`config.mk`:
```
export PLATFORM = sky130hd
export DESIGN_NAME = pmbus_onoff_protect_format_regs
export DESIGN_NICKNAME = d
export VERILOG_FILES = /design/src/logic/pmbus_regs_pkg.sv /design/src/logic/pmbus_onoff_protect_format_regs.sv
export SDC_FILE = /design/constraint.sdc
export NUM_CORES = 1
export LEC_CHECK = 0
export ABC_AREA = 0
export BUFFER_PORTS_ARGS = -buffer_cell sky130_fd_sc_hd__buf_2
export CORE_MARGIN = 1
export CORE_UTILIZATION = 45
export DETAILED_ROUTE_END_ITERATION = 8
export HOLD_SLACK_MARGIN = 0.12
export PLACE_DENSITY = 0.7
export SLEW_MARGIN = 40
export SYNTH_ARGS = -nofsm -noshare
export SYNTH_HDL_FRONTEND = slang
export SYNTH_SLANG_ARGS = --single-unit
```
`constraint.sdc`:
```
create_clock -name ref_clk -period 6.4 [get_ports ref_clk]
set_input_delay 0.32 -clock ref_clk [delete_from_list [all_inputs] [get_ports ref_clk]]
set_output_delay 0.32 -clock ref_clk [all_outputs]
set_load 0.03 [all_outputs]
```
`src/logic/pmbus_regs_pkg.sv`:
```
package pmbus_regs_pkg;

   ////////////////////////////////////////////////////////////////////////////
   // Command codes
   localparam logic [7:0] CODE_OPERATION = 8'h01;
   localparam logic [7:0] CODE_ONOFF_CFG = 8'h02;
   localparam logic [7:0] CODE_FAULT_CLEAR = 8'h03;
   localparam logic [7:0] CODE_WRITE_LOCK = 8'h10;
   localparam logic [7:0] CODE_RESTORE_FACTORY = 8'h12;
   localparam logic [7:0] CODE_STORE_USER = 8'h15;
   localparam logic [7:0] CODE_RESTORE_USER = 8'h16;
   localparam logic [7:0] CODE_BUS_CAPS = 8'h19;
   localparam logic [7:0] CODE_VOUT_FORMAT = 8'h20;
   localparam logic [7:0] CODE_VOUT_SETPOINT = 8'h21;
   localparam logic [7:0] CODE_LOOP_SCALE = 8'h29;
   localparam logic [7:0] CODE_MONITOR_SCALE = 8'h2a;
   localparam logic [7:0] CODE_PAGE_ERASE = 8'hd0;

   ////////////////////////////////////////////////////////////////////////////
   // Field positions
   localparam int ONOFF_POWERUP_BIT = 4;
   localparam int ONOFF_CMD_EN_BIT = 3;
   localparam int ONOFF_PIN_EN_BIT = 2;
   localparam int ONOFF_POLARITY_BIT = 1;
   localparam int LOCK_ALL_BIT = 7;
   localparam int LOCK_OPS_BIT = 6;
   localparam int LOCK_CFG_BIT = 5;
   localparam int OPERATION_ON_BIT = 7;
   localparam int SCALE_EXP_LSB = 11;
   localparam int SETPOINT_WIDTH = 12;
   localparam int SCALE_MANT_WIDTH = 10;
   localparam int LOOP_EXP_WIDTH = 5;
   localparam int MONITOR_EXP_WIDTH = 3;
   localparam int FORMAT_EXP_WIDTH = 3;

   ////////////////////////////////////////////////////////////////////////////
   // Fixed read values and reset values
   localparam logic [7:0] CAPS_VALUE = 8'h20;
   localparam logic [2:0] FORMAT_MODE_LINEAR = 3'h0;
   localparam logic [7:0] OPERATION_FIXED = 8'h04;
   localparam logic [3:0] ONOFF_RST = 4'hf;
   localparam logic [2:0] LOCK_RST = 3'h0;
   localparam logic OPERATION_RST = 1'b0;
   localparam logic [2:0] FORMAT_EXP_RST = 3'h0;
   localparam logic [11:0] SETPOINT_RST = 12'h000;
   localparam logic [15:0] LOOP_SCALE_RST = 16'h0000;
   localparam logic [12:0] MONITOR_SCALE_RST = 13'h0000;

   ////////////////////////////////////////////////////////////////////////////
   // Carriers
   typedef struct packed {
      logic valid;
      logic is_write;
      logic is_send;
      logic [7:0] code;
      logic [15:0] data;
   } cmd_req_t;

   typedef struct packed {
      logic valid;
      logic [7:0] code;
      logic [15:0] data;
   } nv_load_t;

endpackage

```
`src/logic/pmbus_onoff_protect_format_regs.sv`:
```
`timescale 1ns/100ps
// What this block does
// - Power-up bit picks always-on or commanded start
// - Command-enable bit gates the operation command
// - Pin-enable bit gates the supply-on pin
// - Polarity bit sets supply-on pin active level
// - Power-down bit reads one; off is immediate
// - Send-byte 0x03 clears all fault bits
// - Lock bit 7 allows only lock register writes
// - Lock bit 6 adds operation and page erase
// - Lock bit 5 adds on/off config and setpoint
// - Send-byte 0x12 restores factory defaults
// - Send-byte 0x15 stores working registers
// - Send-byte 0x16 restores user settings
// - Capability bit 7 reads zero
// - Capability bits 6:5 read 01
// - Capability bit 4 reads zero
// - Format mode field fixed to linear
// - Format bits 2:0 hold writable exponent
// - Setpoint high nibble zero, mantissa writable
// - Loop scale exponent 15:11, mantissa 9:0
// - Monitor scale exponent 13:11, mantissa 9:0
// - Operation bit 7 turns device on/off
module pmbus_onoff_protect_format_regs (
   input wire logic ref_clk,
   input wire logic reset_n,
   input pmbus_regs_pkg::cmd_req_t cmd_req,
   input pmbus_regs_pkg::nv_load_t nv_load,
   input wire logic supply_on_request_pin,
   output logic rd_valid_q,
   output logic [15:0] rd_data_q,
   output logic rd_miss_q,
   output logic wr_reject_q,
   output logic fault_clear_q,
   output logic restore_factory_q,
   output logic store_user_q,
   output logic restore_user_q,
   output logic page_erase_q,
   output logic device_enable_q,
   output logic [11:0] setpoint_mant_q,
   output logic [2:0] format_exp_q
);

   ////////////////////////////////////////////////////////////////////////////
   // Reset release and pin synchroniser

   logic rst_s1_q;
   logic rst_n_q;
   logic pin_s1_q;
   logic pin_s2_q;

   always_ff @(posedge ref_clk or negedge reset_n) begin
      if (!reset_n) begin
         rst_s1_q <= 1'b0;
         rst_n_q <= 1'b0;
      end else begin
         rst_s1_q <= 1'b1;
         rst_n_q <= rst_s1_q;
      end
   end

   always_ff @(posedge ref_clk or negedge rst_n_q) begin
      if (!rst_n_q) begin
         pin_s1_q <= 1'b0;
         pin_s2_q <= 1'b0;
      end else begin
         pin_s1_q <= supply_on_request_pin;
         pin_s2_q <= pin_s1_q;
      end
   end

   ////////////////////////////////////////////////////////////////////////////
   // Write qualification

   logic [3:0] onoff_q;
   logic [2:0] lock_q;
   logic op_on_q;
   logic [15:0] loop_scale_q;
   logic [12:0] monitor_scale_q;

   function automatic logic write_allowed(input logic [7:0] code, input logic [2:0] lock);
      logic ok;
      ok = 1'b1;
      if (code != pmbus_regs_pkg::CODE_WRITE_LOCK) begin
         if (lock[2]) begin
            ok = 1'b0;
         end else if (lock[1]) begin
            ok = (code == pmbus_regs_pkg::CODE_OPERATION) ||
                 (code == pmbus_regs_pkg::CODE_PAGE_ERASE);
         end else if (lock[0]) begin
            ok = (code == pmbus_regs_pkg::CODE_OPERATION) ||
                 (code == pmbus_regs_pkg::CODE_PAGE_ERASE) ||
                 (code == pmbus_regs_pkg::CODE_ONOFF_CFG) ||
                 (code == pmbus_regs_pkg::CODE_VOUT_SETPOINT);
         end
      end
      return ok;
   endfunction

   function automatic logic is_writable(input logic [7:0] code);
      return (code == pmbus_regs_pkg::CODE_OPERATION) ||
             (code == pmbus_regs_pkg::CODE_ONOFF_CFG) ||
             (code == pmbus_regs_pkg::CODE_WRITE_LOCK) ||
             (code == pmbus_regs_pkg::CODE_VOUT_FORMAT) ||
             (code == pmbus_regs_pkg::CODE_VOUT_SETPOINT) ||
             (code == pmbus_regs_pkg::CODE_LOOP_SCALE) ||
             (code == pmbus_regs_pkg::CODE_MONITOR_SCALE) ||
             (code == pmbus_regs_pkg::CODE_PAGE_ERASE);
   endfunction

   logic host_write;
   logic host_read;
   logic host_send;
   logic host_ok;
   logic upd_en;
   logic [7:0] upd_code;
   logic [15:0] upd_data;

   assign host_write = cmd_req.valid && cmd_req.is_write && !cmd_req.is_send;
   assign host_read = cmd_req.valid && !cmd_req.is_write && !cmd_req.is_send;
   assign host_send = cmd_req.valid && cmd_req.is_send;
   assign host_ok = host_write && is_writable(cmd_req.code) &&
                    write_allowed(cmd_req.code, lock_q);

   // A nonvolatile load bypasses the lock; it wins over a host write in the same cycle
   assign upd_en = nv_load.valid || host_ok;
   assign upd_code = nv_load.valid ? nv_load.code : cmd_req.code;
   assign upd_data = nv_load.valid ? nv_load.data : cmd_req.data;

   ////////////////////////////////////////////////////////////////////////////
   // Working registers

   always_ff @(posedge ref_clk or negedge rst_n_q) begin
      if (!rst_n_q) begin
         onoff_q <= pmbus_regs_pkg::ONOFF_RST;
      end else if (upd_en && upd_code == pmbus_regs_pkg::CODE_ONOFF_CFG) begin
         onoff_q <= upd_data[4:1];
      end
   end

   always_ff @(posedge ref_clk or negedge rst_n_q) begin
      if (!rst_n_q) begin
         lock_q <= pmbus_regs_pkg::LOCK_RST;
      end else if (upd_en && upd_code == pmbus_regs_pkg::CODE_WRITE_LOCK) begin
         lock_q <= upd_data[7:5];
      end
   end

   always_ff @(posedge ref_clk or negedge rst_n_q) begin
      if (!rst_n_q) begin
         op_on_q <= pmbus_regs_pkg::OPERATION_RST;
      end else if (upd_en && upd_code == pmbus_regs_pkg::CODE_OPERATION) begin
         op_on_q <= upd_data[pmbus_regs_pkg::OPERATION_ON_BIT];
      end
   end

   always_ff @(posedge ref_clk or negedge rst_n_q) begin
      if (!rst_n_q) begin
         format_exp_q <= pmbus_regs_pkg::FORMAT_EXP_RST;
      end else if (upd_en && upd_code == pmbus_regs_pkg::CODE_VOUT_FORMAT) begin
         format_exp_q <= upd_data[2:0];
      end
   end

   always_ff @(posedge ref_clk or negedge rst_n_q) begin
      if (!rst_n_q) begin
         setpoint_mant_q <= pmbus_regs_pkg::SETPOINT_RST;
      end else if (upd_en && upd_code == pmbus_regs_pkg::CODE_VOUT_SETPOINT) begin
         setpoint_mant_q <= upd_data[11:0];
      end
   end

   // Bit 10 is held at zero in the loop scale and not stored in the monitor scale, so it cannot read back as one
   always_ff @(posedge ref_clk or negedge rst_n_q) begin
      if (!rst_n_q) begin
         loop_scale_q <= pmbus_regs_pkg::LOOP_SCALE_RST;
      end else if (upd_en && upd_code == pmbus_regs_pkg::CODE_LOOP_SCALE) begin
         loop_scale_q <= {upd_data[15:11], 1'b0, upd_data[9:0]};
      end
   end

   always_ff @(posedge ref_clk or negedge rst_n_q) begin
      if (!rst_n_q) begin
         monitor_scale_q <= pmbus_regs_pkg::MONITOR_SCALE_RST;
      end else if (upd_en && upd_code == pmbus_regs_pkg::CODE_MONITOR_SCALE) begin
         monitor_scale_q <= {upd_data[13:11], upd_data[9:0]};
      end
   end

   ////////////////////////////////////////////////////////////////////////////
   // Send-byte and protected-write pulses

   always_ff @(posedge ref_clk or negedge rst_n_q) begin
      if (!rst_n_q) begin
         fault_clear_q <= 1'b0;
         restore_factory_q <= 1'b0;
         store_user_q <= 1'b0;
         restore_user_q <= 1'b0;
      end else begin
         fault_clear_q <= host_send && cmd_req.code == pmbus_regs_pkg::CODE_FAULT_CLEAR;
         restore_factory_q <= host_send &&
                              cmd_req.code == pmbus_regs_pkg::CODE_RESTORE_FACTORY;
         store_user_q <= host_send && cmd_req.code == pmbus_regs_pkg::CODE_STORE_USER;
         restore_user_q <= host_send &&
                           cmd_req.code == pmbus_regs_pkg::CODE_RESTORE_USER;
      end
   end

   always_ff @(posedge ref_clk or negedge rst_n_q) begin
      if (!rst_n_q) begin
         page_erase_q <= 1'b0;
         wr_reject_q <= 1'b0;
      end else begin
         page_erase_q <= host_ok && cmd_req.code == pmbus_regs_pkg::CODE_PAGE_ERASE;
         wr_reject_q <= host_write && !host_ok;
      end
   end

   ////////////////////////////////////////////////////////////////////////////
   // Enable decision

   logic pin_active;
   logic cmd_cond;
   logic pin_cond;
   logic enable_d;

   localparam int ONOFF_PU = pmbus_regs_pkg::ONOFF_POWERUP_BIT - 1;
   localparam int ONOFF_CMD = pmbus_regs_pkg::ONOFF_CMD_EN_BIT - 1;
   localparam int ONOFF_PIN = pmbus_regs_pkg::ONOFF_PIN_EN_BIT - 1;
   localparam int ONOFF_POL = pmbus_regs_pkg::ONOFF_POLARITY_BIT - 1;

   assign pin_active = ~(pin_s2_q ^ onoff_q[ONOFF_POL]);
   assign cmd_cond = !onoff_q[ONOFF_CMD] || op_on_q;
   assign pin_cond = !onoff_q[ONOFF_PIN] || pin_active;
   // Policy bit clear means run whenever powered; set needs both conditions
   assign enable_d = !onoff_q[ONOFF_PU] || (cmd_cond && pin_cond);

   // No ramp-down sequencing: the enable drops on the next edge
   always_ff @(posedge ref_clk or negedge rst_n_q) begin
      if (!rst_n_q) begin
         device_enable_q <= 1'b0;
      end else begin
         device_enable_q <= enable_d;
      end
   end

   ////////////////////////////////////////////////////////////////////////////
   // Read path

   logic [15:0] rd_data_d;
   logic rd_hit;

   always_comb begin
      rd_data_d = 16'h0000;
      rd_hit = 1'b1;
      case (cmd_req.code)
         pmbus_regs_pkg::CODE_OPERATION:
            rd_data_d = {8'h00, pmbus_regs_pkg::OPERATION_FIXED | {op_on_q, 7'h00}};
         pmbus_regs_pkg::CODE_ONOFF_CFG: rd_data_d = {11'h000, onoff_q, 1'b1};
         pmbus_regs_pkg::CODE_WRITE_LOCK: rd_data_d = {8'h00, lock_q, 5'h00};
         pmbus_regs_pkg::CODE_BUS_CAPS:
            rd_data_d = {8'h00, pmbus_regs_pkg::CAPS_VALUE};
         pmbus_regs_pkg::CODE_VOUT_FORMAT:
            rd_data_d = {8'h00, pmbus_regs_pkg::FORMAT_MODE_LINEAR, 2'b00, format_exp_q};
         pmbus_regs_pkg::CODE_VOUT_SETPOINT: rd_data_d = {4'h0, setpoint_mant_q};
         pmbus_regs_pkg::CODE_LOOP_SCALE: rd_data_d = loop_scale_q;
         pmbus_regs_pkg::CODE_MONITOR_SCALE:
            rd_data_d = {2'b00, monitor_scale_q[12:10], 1'b0, monitor_scale_q[9:0]};
         default: rd_hit = 1'b0;
      endcase
   end

   always_ff @(posedge ref_clk or negedge rst_n_q) begin
      if (!rst_n_q) begin
         rd_valid_q <= 1'b0;
         rd_miss_q <= 1'b0;
         rd_data_q <= 16'h0000;
      end else begin
         rd_valid_q <= host_read;
         rd_miss_q <= host_read && !rd_hit;
         if (host_read) begin
            rd_data_q <= rd_data_d;
         end
      end
   end
endmodule

```
==> report_table.html <==
<table>
<tr><th>Metric</th><th>Value</th></tr>
<tr><th colspan="2">Timing</th></tr>
<tr><td>Unrepaired setup endpoints after global routing</td><td>false</td></tr>
<tr><td>Sum of negative setup slack</td><td>0 ns</td></tr>
<tr><td>Final count of pins violating max slew</td><td>0</td></tr>
<tr><td>Maximum achievable frequency</td><td>363.3 MHz</td></tr>
<tr><td>Period minus WS final</td><td>2.752 ns</td></tr>
<tr><td>Part of the cycle the worst path needs</td><td>43.01%</td></tr>
<tr><td># setup viols final</td><td>0</td></tr>
<tr><td>Worst clock skew</td><td>0.01079 ns</td></tr>
<tr><td>Slew margin rel.</td><td>approximately 55%</td></tr>
<tr><td>Slew @ Worst Pin</td><td>0.6766 ns</td></tr>
<tr><td>Hold Fails Final Rpt</td><td>0</td></tr>
<tr><th colspan="2">Clock network</th></tr>
<tr><td>Insertion delay of the later-clocked pin in the worst-skew pair</td><td>0.35 ns</td></tr>
<tr><td>Post-CTS setup buffer count</td><td>0</td></tr>
<tr><td>H-tree levels</td><td>3</td></tr>
<tr><td>CTS Sinks</td><td>80</td></tr>
<tr><td>CTS max path bufs</td><td>2</td></tr>
<tr><td>CTS tree</td><td>done</td></tr>
<tr><td>Total CTS buffers</td><td>9</td></tr>
<tr><td>CTS clk-pin slew, worst paths</td><td>about 0.080 ns</td></tr>
<tr><td>Clock root buffer master</td><td>clkbuf_8</td></tr>
<tr><th colspan="2">Yosys</th></tr>
<tr><td>Area share of and/or/nand/nor cells after synthesis</td><td>13.25%</td></tr>
<tr><td>Number of synthesized flops with an enable pin</td><td>0</td></tr>
<tr><td>Mean instance size in the synthesized netlist</td><td>12.07 µm²</td></tr>
<tr><td>Post-synthesis sequential area ratio</td><td>51.48%</td></tr>
<tr><td>Most numerous cell in the Yosys netlist</td><td>dfrtp_1</td></tr>
<tr><td>Number of flip-flops and latches in the synthesized netlist</td><td>80</td></tr>
<tr><td>Top cells by instance count after synthesis</td><td>dfrtp_1, mux2_2, nor2_1, nand2_1</td></tr>
<tr><td>Multiplexer area fraction after synthesis</td><td>20.31%</td></tr>
<tr><td>Share of the synthesized area in compound gates (AO/OA/AOI/OAI)</td><td>11.14%</td></tr>
<tr><td>Number of nets in the synthesized netlist</td><td>roughly 380</td></tr>
<tr><td>Fraction of synthesis flops using an asynchronous set or reset pin</td><td>100.0%</td></tr>
<tr><td>Dominant combinational cell family by area after synthesis</td><td>multiplexers</td></tr>
<tr><td>Number of cells produced by synthesis</td><td>323</td></tr>
<tr><td>Total number of yosys warnings</td><td>0</td></tr>
<tr><td>Parity-gate share of the synthesized area counting xor and xnor cells</td><td>0.4493%</td></tr>
<tr><td>Primary FF master, synth</td><td>dfrtp_1</td></tr>
<tr><td>Largest cells by area after synthesis</td><td>dfrtp_1, mux2_2, mux2_4</td></tr>
<tr><td>Adder and majority gate portion of the synthesized area</td><td>0%</td></tr>
<tr><td>Share of Yosys cell area claimed by the top area cell type</td><td>between 40% and 50%</td></tr>
<tr><td>Post-synth top area cell</td><td>dfrtp_1</td></tr>
<tr><td>Netlist area before placement</td><td>between 3000 and 4000 µm²</td></tr>
<tr><td>Unique cell type count in the Yosys netlist</td><td>54</td></tr>
<tr><th colspan="2">Power</th></tr>
<tr><td>Net switching power</td><td>305.7 µW</td></tr>
<tr><td>Power Internal</td><td>745.1 µW</td></tr>
<tr><td>Part of the total power dissipated in sequential elements</td><td>53.3%</td></tr>
<tr><td>Switching Fraction</td><td>between 20% and 30%</td></tr>
<tr><td>Combinational share of power</td><td>16.0%</td></tr>
<tr><td>Power density relative to cell area</td><td>approximately 220 nW/µm²</td></tr>
<tr><td>Overall power after layout</td><td>about 1100 µW</td></tr>
<tr><td>Leakage power figure</td><td>0.002187 µW</td></tr>
<tr><td>Largest vdd supply drop</td><td>160.7 µV</td></tr>
<tr><td>Part of the power in the clock network</td><td>30.6%</td></tr>
<tr><th colspan="2">Layout</th></tr>
<tr><td>Final #Nets</td><td>476</td></tr>
<tr><td>Share of layout cells above drive strength 1</td><td>46.95%</td></tr>
<tr><td>Area Overhead vs Synth</td><td>20.35%</td></tr>
<tr><td>Antenna fix cells</td><td>0</td></tr>
<tr><th colspan="2">Status</th></tr>
<tr><td>Status</td><td>finished, final reports clean</td></tr>
<tr><th colspan="2">Critical path</th></tr>
<tr><td>Worst Path Max Fanout</td><td>31</td></tr>
<tr><td>Delay of the slowest cell on the worst path</td><td>0.50 ns</td></tr>
<tr><td>Required time at the worst-slack endpoint</td><td>6.64 ns</td></tr>
<tr><td>Cell chain of the critical path</td><td>buf_2 &gt; nor2b_1 &gt; a21oi_1 &gt; or3b_1 &gt; or3_1 &gt; o31ai_4 &gt; buf_4 &gt; buf_4 &gt; mux2_2</td></tr>
<tr><td>Kind of launch point of the worst setup path</td><td>input pin</td></tr>
<tr><td>Most common cell type on the critical path</td><td>buf_4</td></tr>
<tr><td>Worst Setup End Kind</td><td>register</td></tr>
<tr><td>Kind of critical path</td><td>input pin to register</td></tr>
<tr><td>Worst Path Arrival</td><td>2.99 ns</td></tr>
<tr><td>Slowest-stage cell, CP</td><td>buf_2</td></tr>
<tr><th colspan="2">Hold path</th></tr>
<tr><td>Type of the most critical hold path</td><td>register to async pin</td></tr>
<tr><th colspan="2">Run</th></tr>
<tr><td>Total of max-cap violations</td><td>0</td></tr>
<tr><th colspan="2">Detailed routing</th></tr>
<tr><td>Via density per instance</td><td>5.446</td></tr>
<tr><td>Total routed wirelength</td><td>9.181 mm</td></tr>
<tr><td>Number of DRC markers after the initial detailed-route iteration</td><td>between 150 and 200</td></tr>
<tr><td>Wire per inst</td><td>17.29 µm</td></tr>
<tr><td>Via count</td><td>2892</td></tr>
<tr><td>First-pass detailed-route iteration total</td><td>4</td></tr>
<tr><td>Residual DRC</td><td>0</td></tr>
<tr><td>Antenna viol nets, final</td><td>0</td></tr>
<tr><th colspan="2">Placed design</th></tr>
<tr><td>Quantity of I/O buffers inserted on ports</td><td>94</td></tr>
<tr><td>Half-perimeter wire length after placement</td><td>approximately 6.5 mm</td></tr>
<tr><td>Routability Congestion</td><td>0.8843</td></tr>
<tr><th colspan="2">Floorplanning</th></tr>
<tr><td>Area of the core</td><td>8299 µm²</td></tr>
<tr><td>DIE WIDTH</td><td>roughly 95 µm</td></tr>
<tr><td>I/O pin total</td><td>between 90 and 100</td></tr>
<tr><td>Floorplan die height</td><td>approximately 95 µm</td></tr>
<tr><td>Num rows</td><td>33</td></tr>
<tr><td>Starting utilization of the core area</td><td>46.98%</td></tr>
<tr><td>Die Outline Area</td><td>~9000 µm²</td></tr>
<tr><th colspan="2">Global routing</th></tr>
<tr><td>Maximum number of pins on one net before global-route repair</td><td>35</td></tr>
<tr><td>Overall fraction of global-route tracks in use</td><td>a little over a fifth</td></tr>
<tr><td>Wire length of the first global-routing pass</td><td>14.85 mm</td></tr>
<tr><td>Via count of the first global-routing pass</td><td>2898</td></tr>
<tr><td>Congestion Overflow GR</td><td>0</td></tr>
<tr><td>Antenna violations before repair</td><td>0</td></tr>
</table>
==> critical path: cells and delay by family <==
kind | cells | cell delay (ns)
simple gates | 3 | 1.14
buf+inv | 3 | 0.96
mux | 1 | 0.34
compound gates | 2 | 0.21
==> registers in the layout, indices dropped and copies added, names as in the netlist, 3 cells and up <==
register         cells
setpoint_mant_q     12
format_exp_q         3
lock_q               3
loop_scale_q        15
onoff_q              4
monitor_scale_q     13
rd_data_q           16
==> kinds of logic (layout without fill, tap and decap cells) <==
group | after synthesis | count (layout)
and+or+nand+nor | 94 | 94
buffers and inverters | 22 | 125
xor gates and xnor gates | 2 | 2
other | 1 | 1
AOI/OAI and AO/OA | 57 | 57
DFF | 80 | 80
muxes | 67 | 67
==> worst paths after layout <==
kind,start,endpoint,slack (ns),cells past startpoint
max in group asynchronous,rst_n_q$_DFF_PN0_,onoff_q[1]$_DFFE_PN1P_,5.42,2
min reg2reg,rst_n_q$_DFF_PN0_,setpoint_mant_q[8]$_DFFE_PN0P_,0.24,0
max reg2reg,lock_q[1]$_DFFE_PN0P_,loop_scale_q[15]$_DFFE_PN0P_,3.92,8
min in group ref_clk,cmd_req[26],fault_clear_q$_DFF_PN0_,0.25,3
max,nv_load[24],loop_scale_q[15]$_DFFE_PN0P_,3.65,9
min,rst_n_q$_DFF_PN0_,setpoint_mant_q[8]$_DFFE_PN0P_,0.24,0
==> timing repair <==
action | CTS | global route
endpoints found under the hold margin | 3 | 0
hold buffers | 2 | 0
gates resized for setup | 0 | 0
==> layout by cell type, fill, tap and decap left out, types with 2 or more instances in the layout <==
cell type	count
a21boi_0	2
a21oi_1	10
a222oi_1	8
a22oi_1	7
a31oi_1	9
buf_12	2
buf_2	94
buf_4	4
clkbuf_1	2
clkbuf_8	10
clkinv_2	2
clkinvlp_4	2
dfrtp_1	75
dfstp_2	4
dlygate4sd3_1	2
inv_1	6
mux2_2	57
mux2_4	10
nand2_1	19
nand2b_1	2
nand3_1	6
nand3b_1	3
nand4_1	3
nor2_1	30
nor2b_1	5
nor3_1	6
nor3b_1	3
o211ai_1	2
o21ai_0	8
o31ai_4	2
xor2_1	2
==> layout make-up <==
class / count / area [µm²]
Multi-Input combinational cell: 221 / 1788
Tap cell: 105 / 131.4
Inverter: 6 / 22.52
Clock buffer: 11 / 131.4
Fill cell: 717 / 3607
Sequential cell: 80 / 2011
Clock inverter: 5 / 33.78
Timing Repair Buffer: 103 / 574.3
==> routing by layer <==
metal  track usage (%)  up-vias  part of all wire (%)
met4             6.061        0                   1.3
li1                  -     1389                     -
met1             29.17     1416                    46
met3             5.662       11                   4.5
met2             35.48       76                    48
met5                 0        -                     0
==> through the flow <==
stage / hold slack (ns) / std cells / cell area [µm²] / setup slack (ns) / util (%)
after floorplan: 0.02441 / 323 / 3899 / 4.014 / -
after global placement: 0.1048 / 508 / 4424 / 3.392 / 53.31
after detailed placement: 0.1064 / 512 / 4493 / 3.267 / 54.14
after CTS: 0.2408 / 530 / 4678 / 3.638 / 56.37
after global routing: 0.2525 / 531 / 4692 / 3.494 / 56.54
final: 0.2366 / 531 / 4692 / 3.648 / 56.54
==> power groups by stage <==
stage	registers (µW)	clock network (µW)	logic, µW
after CTS	561	330	170
after detailed placement	571	0	168
after global routing	565	350	183
after global placement	576	0	155
final	561	322	168
after floorplan	608	0	67.6
Note: power is estimated with default switching activity, not from simulation.
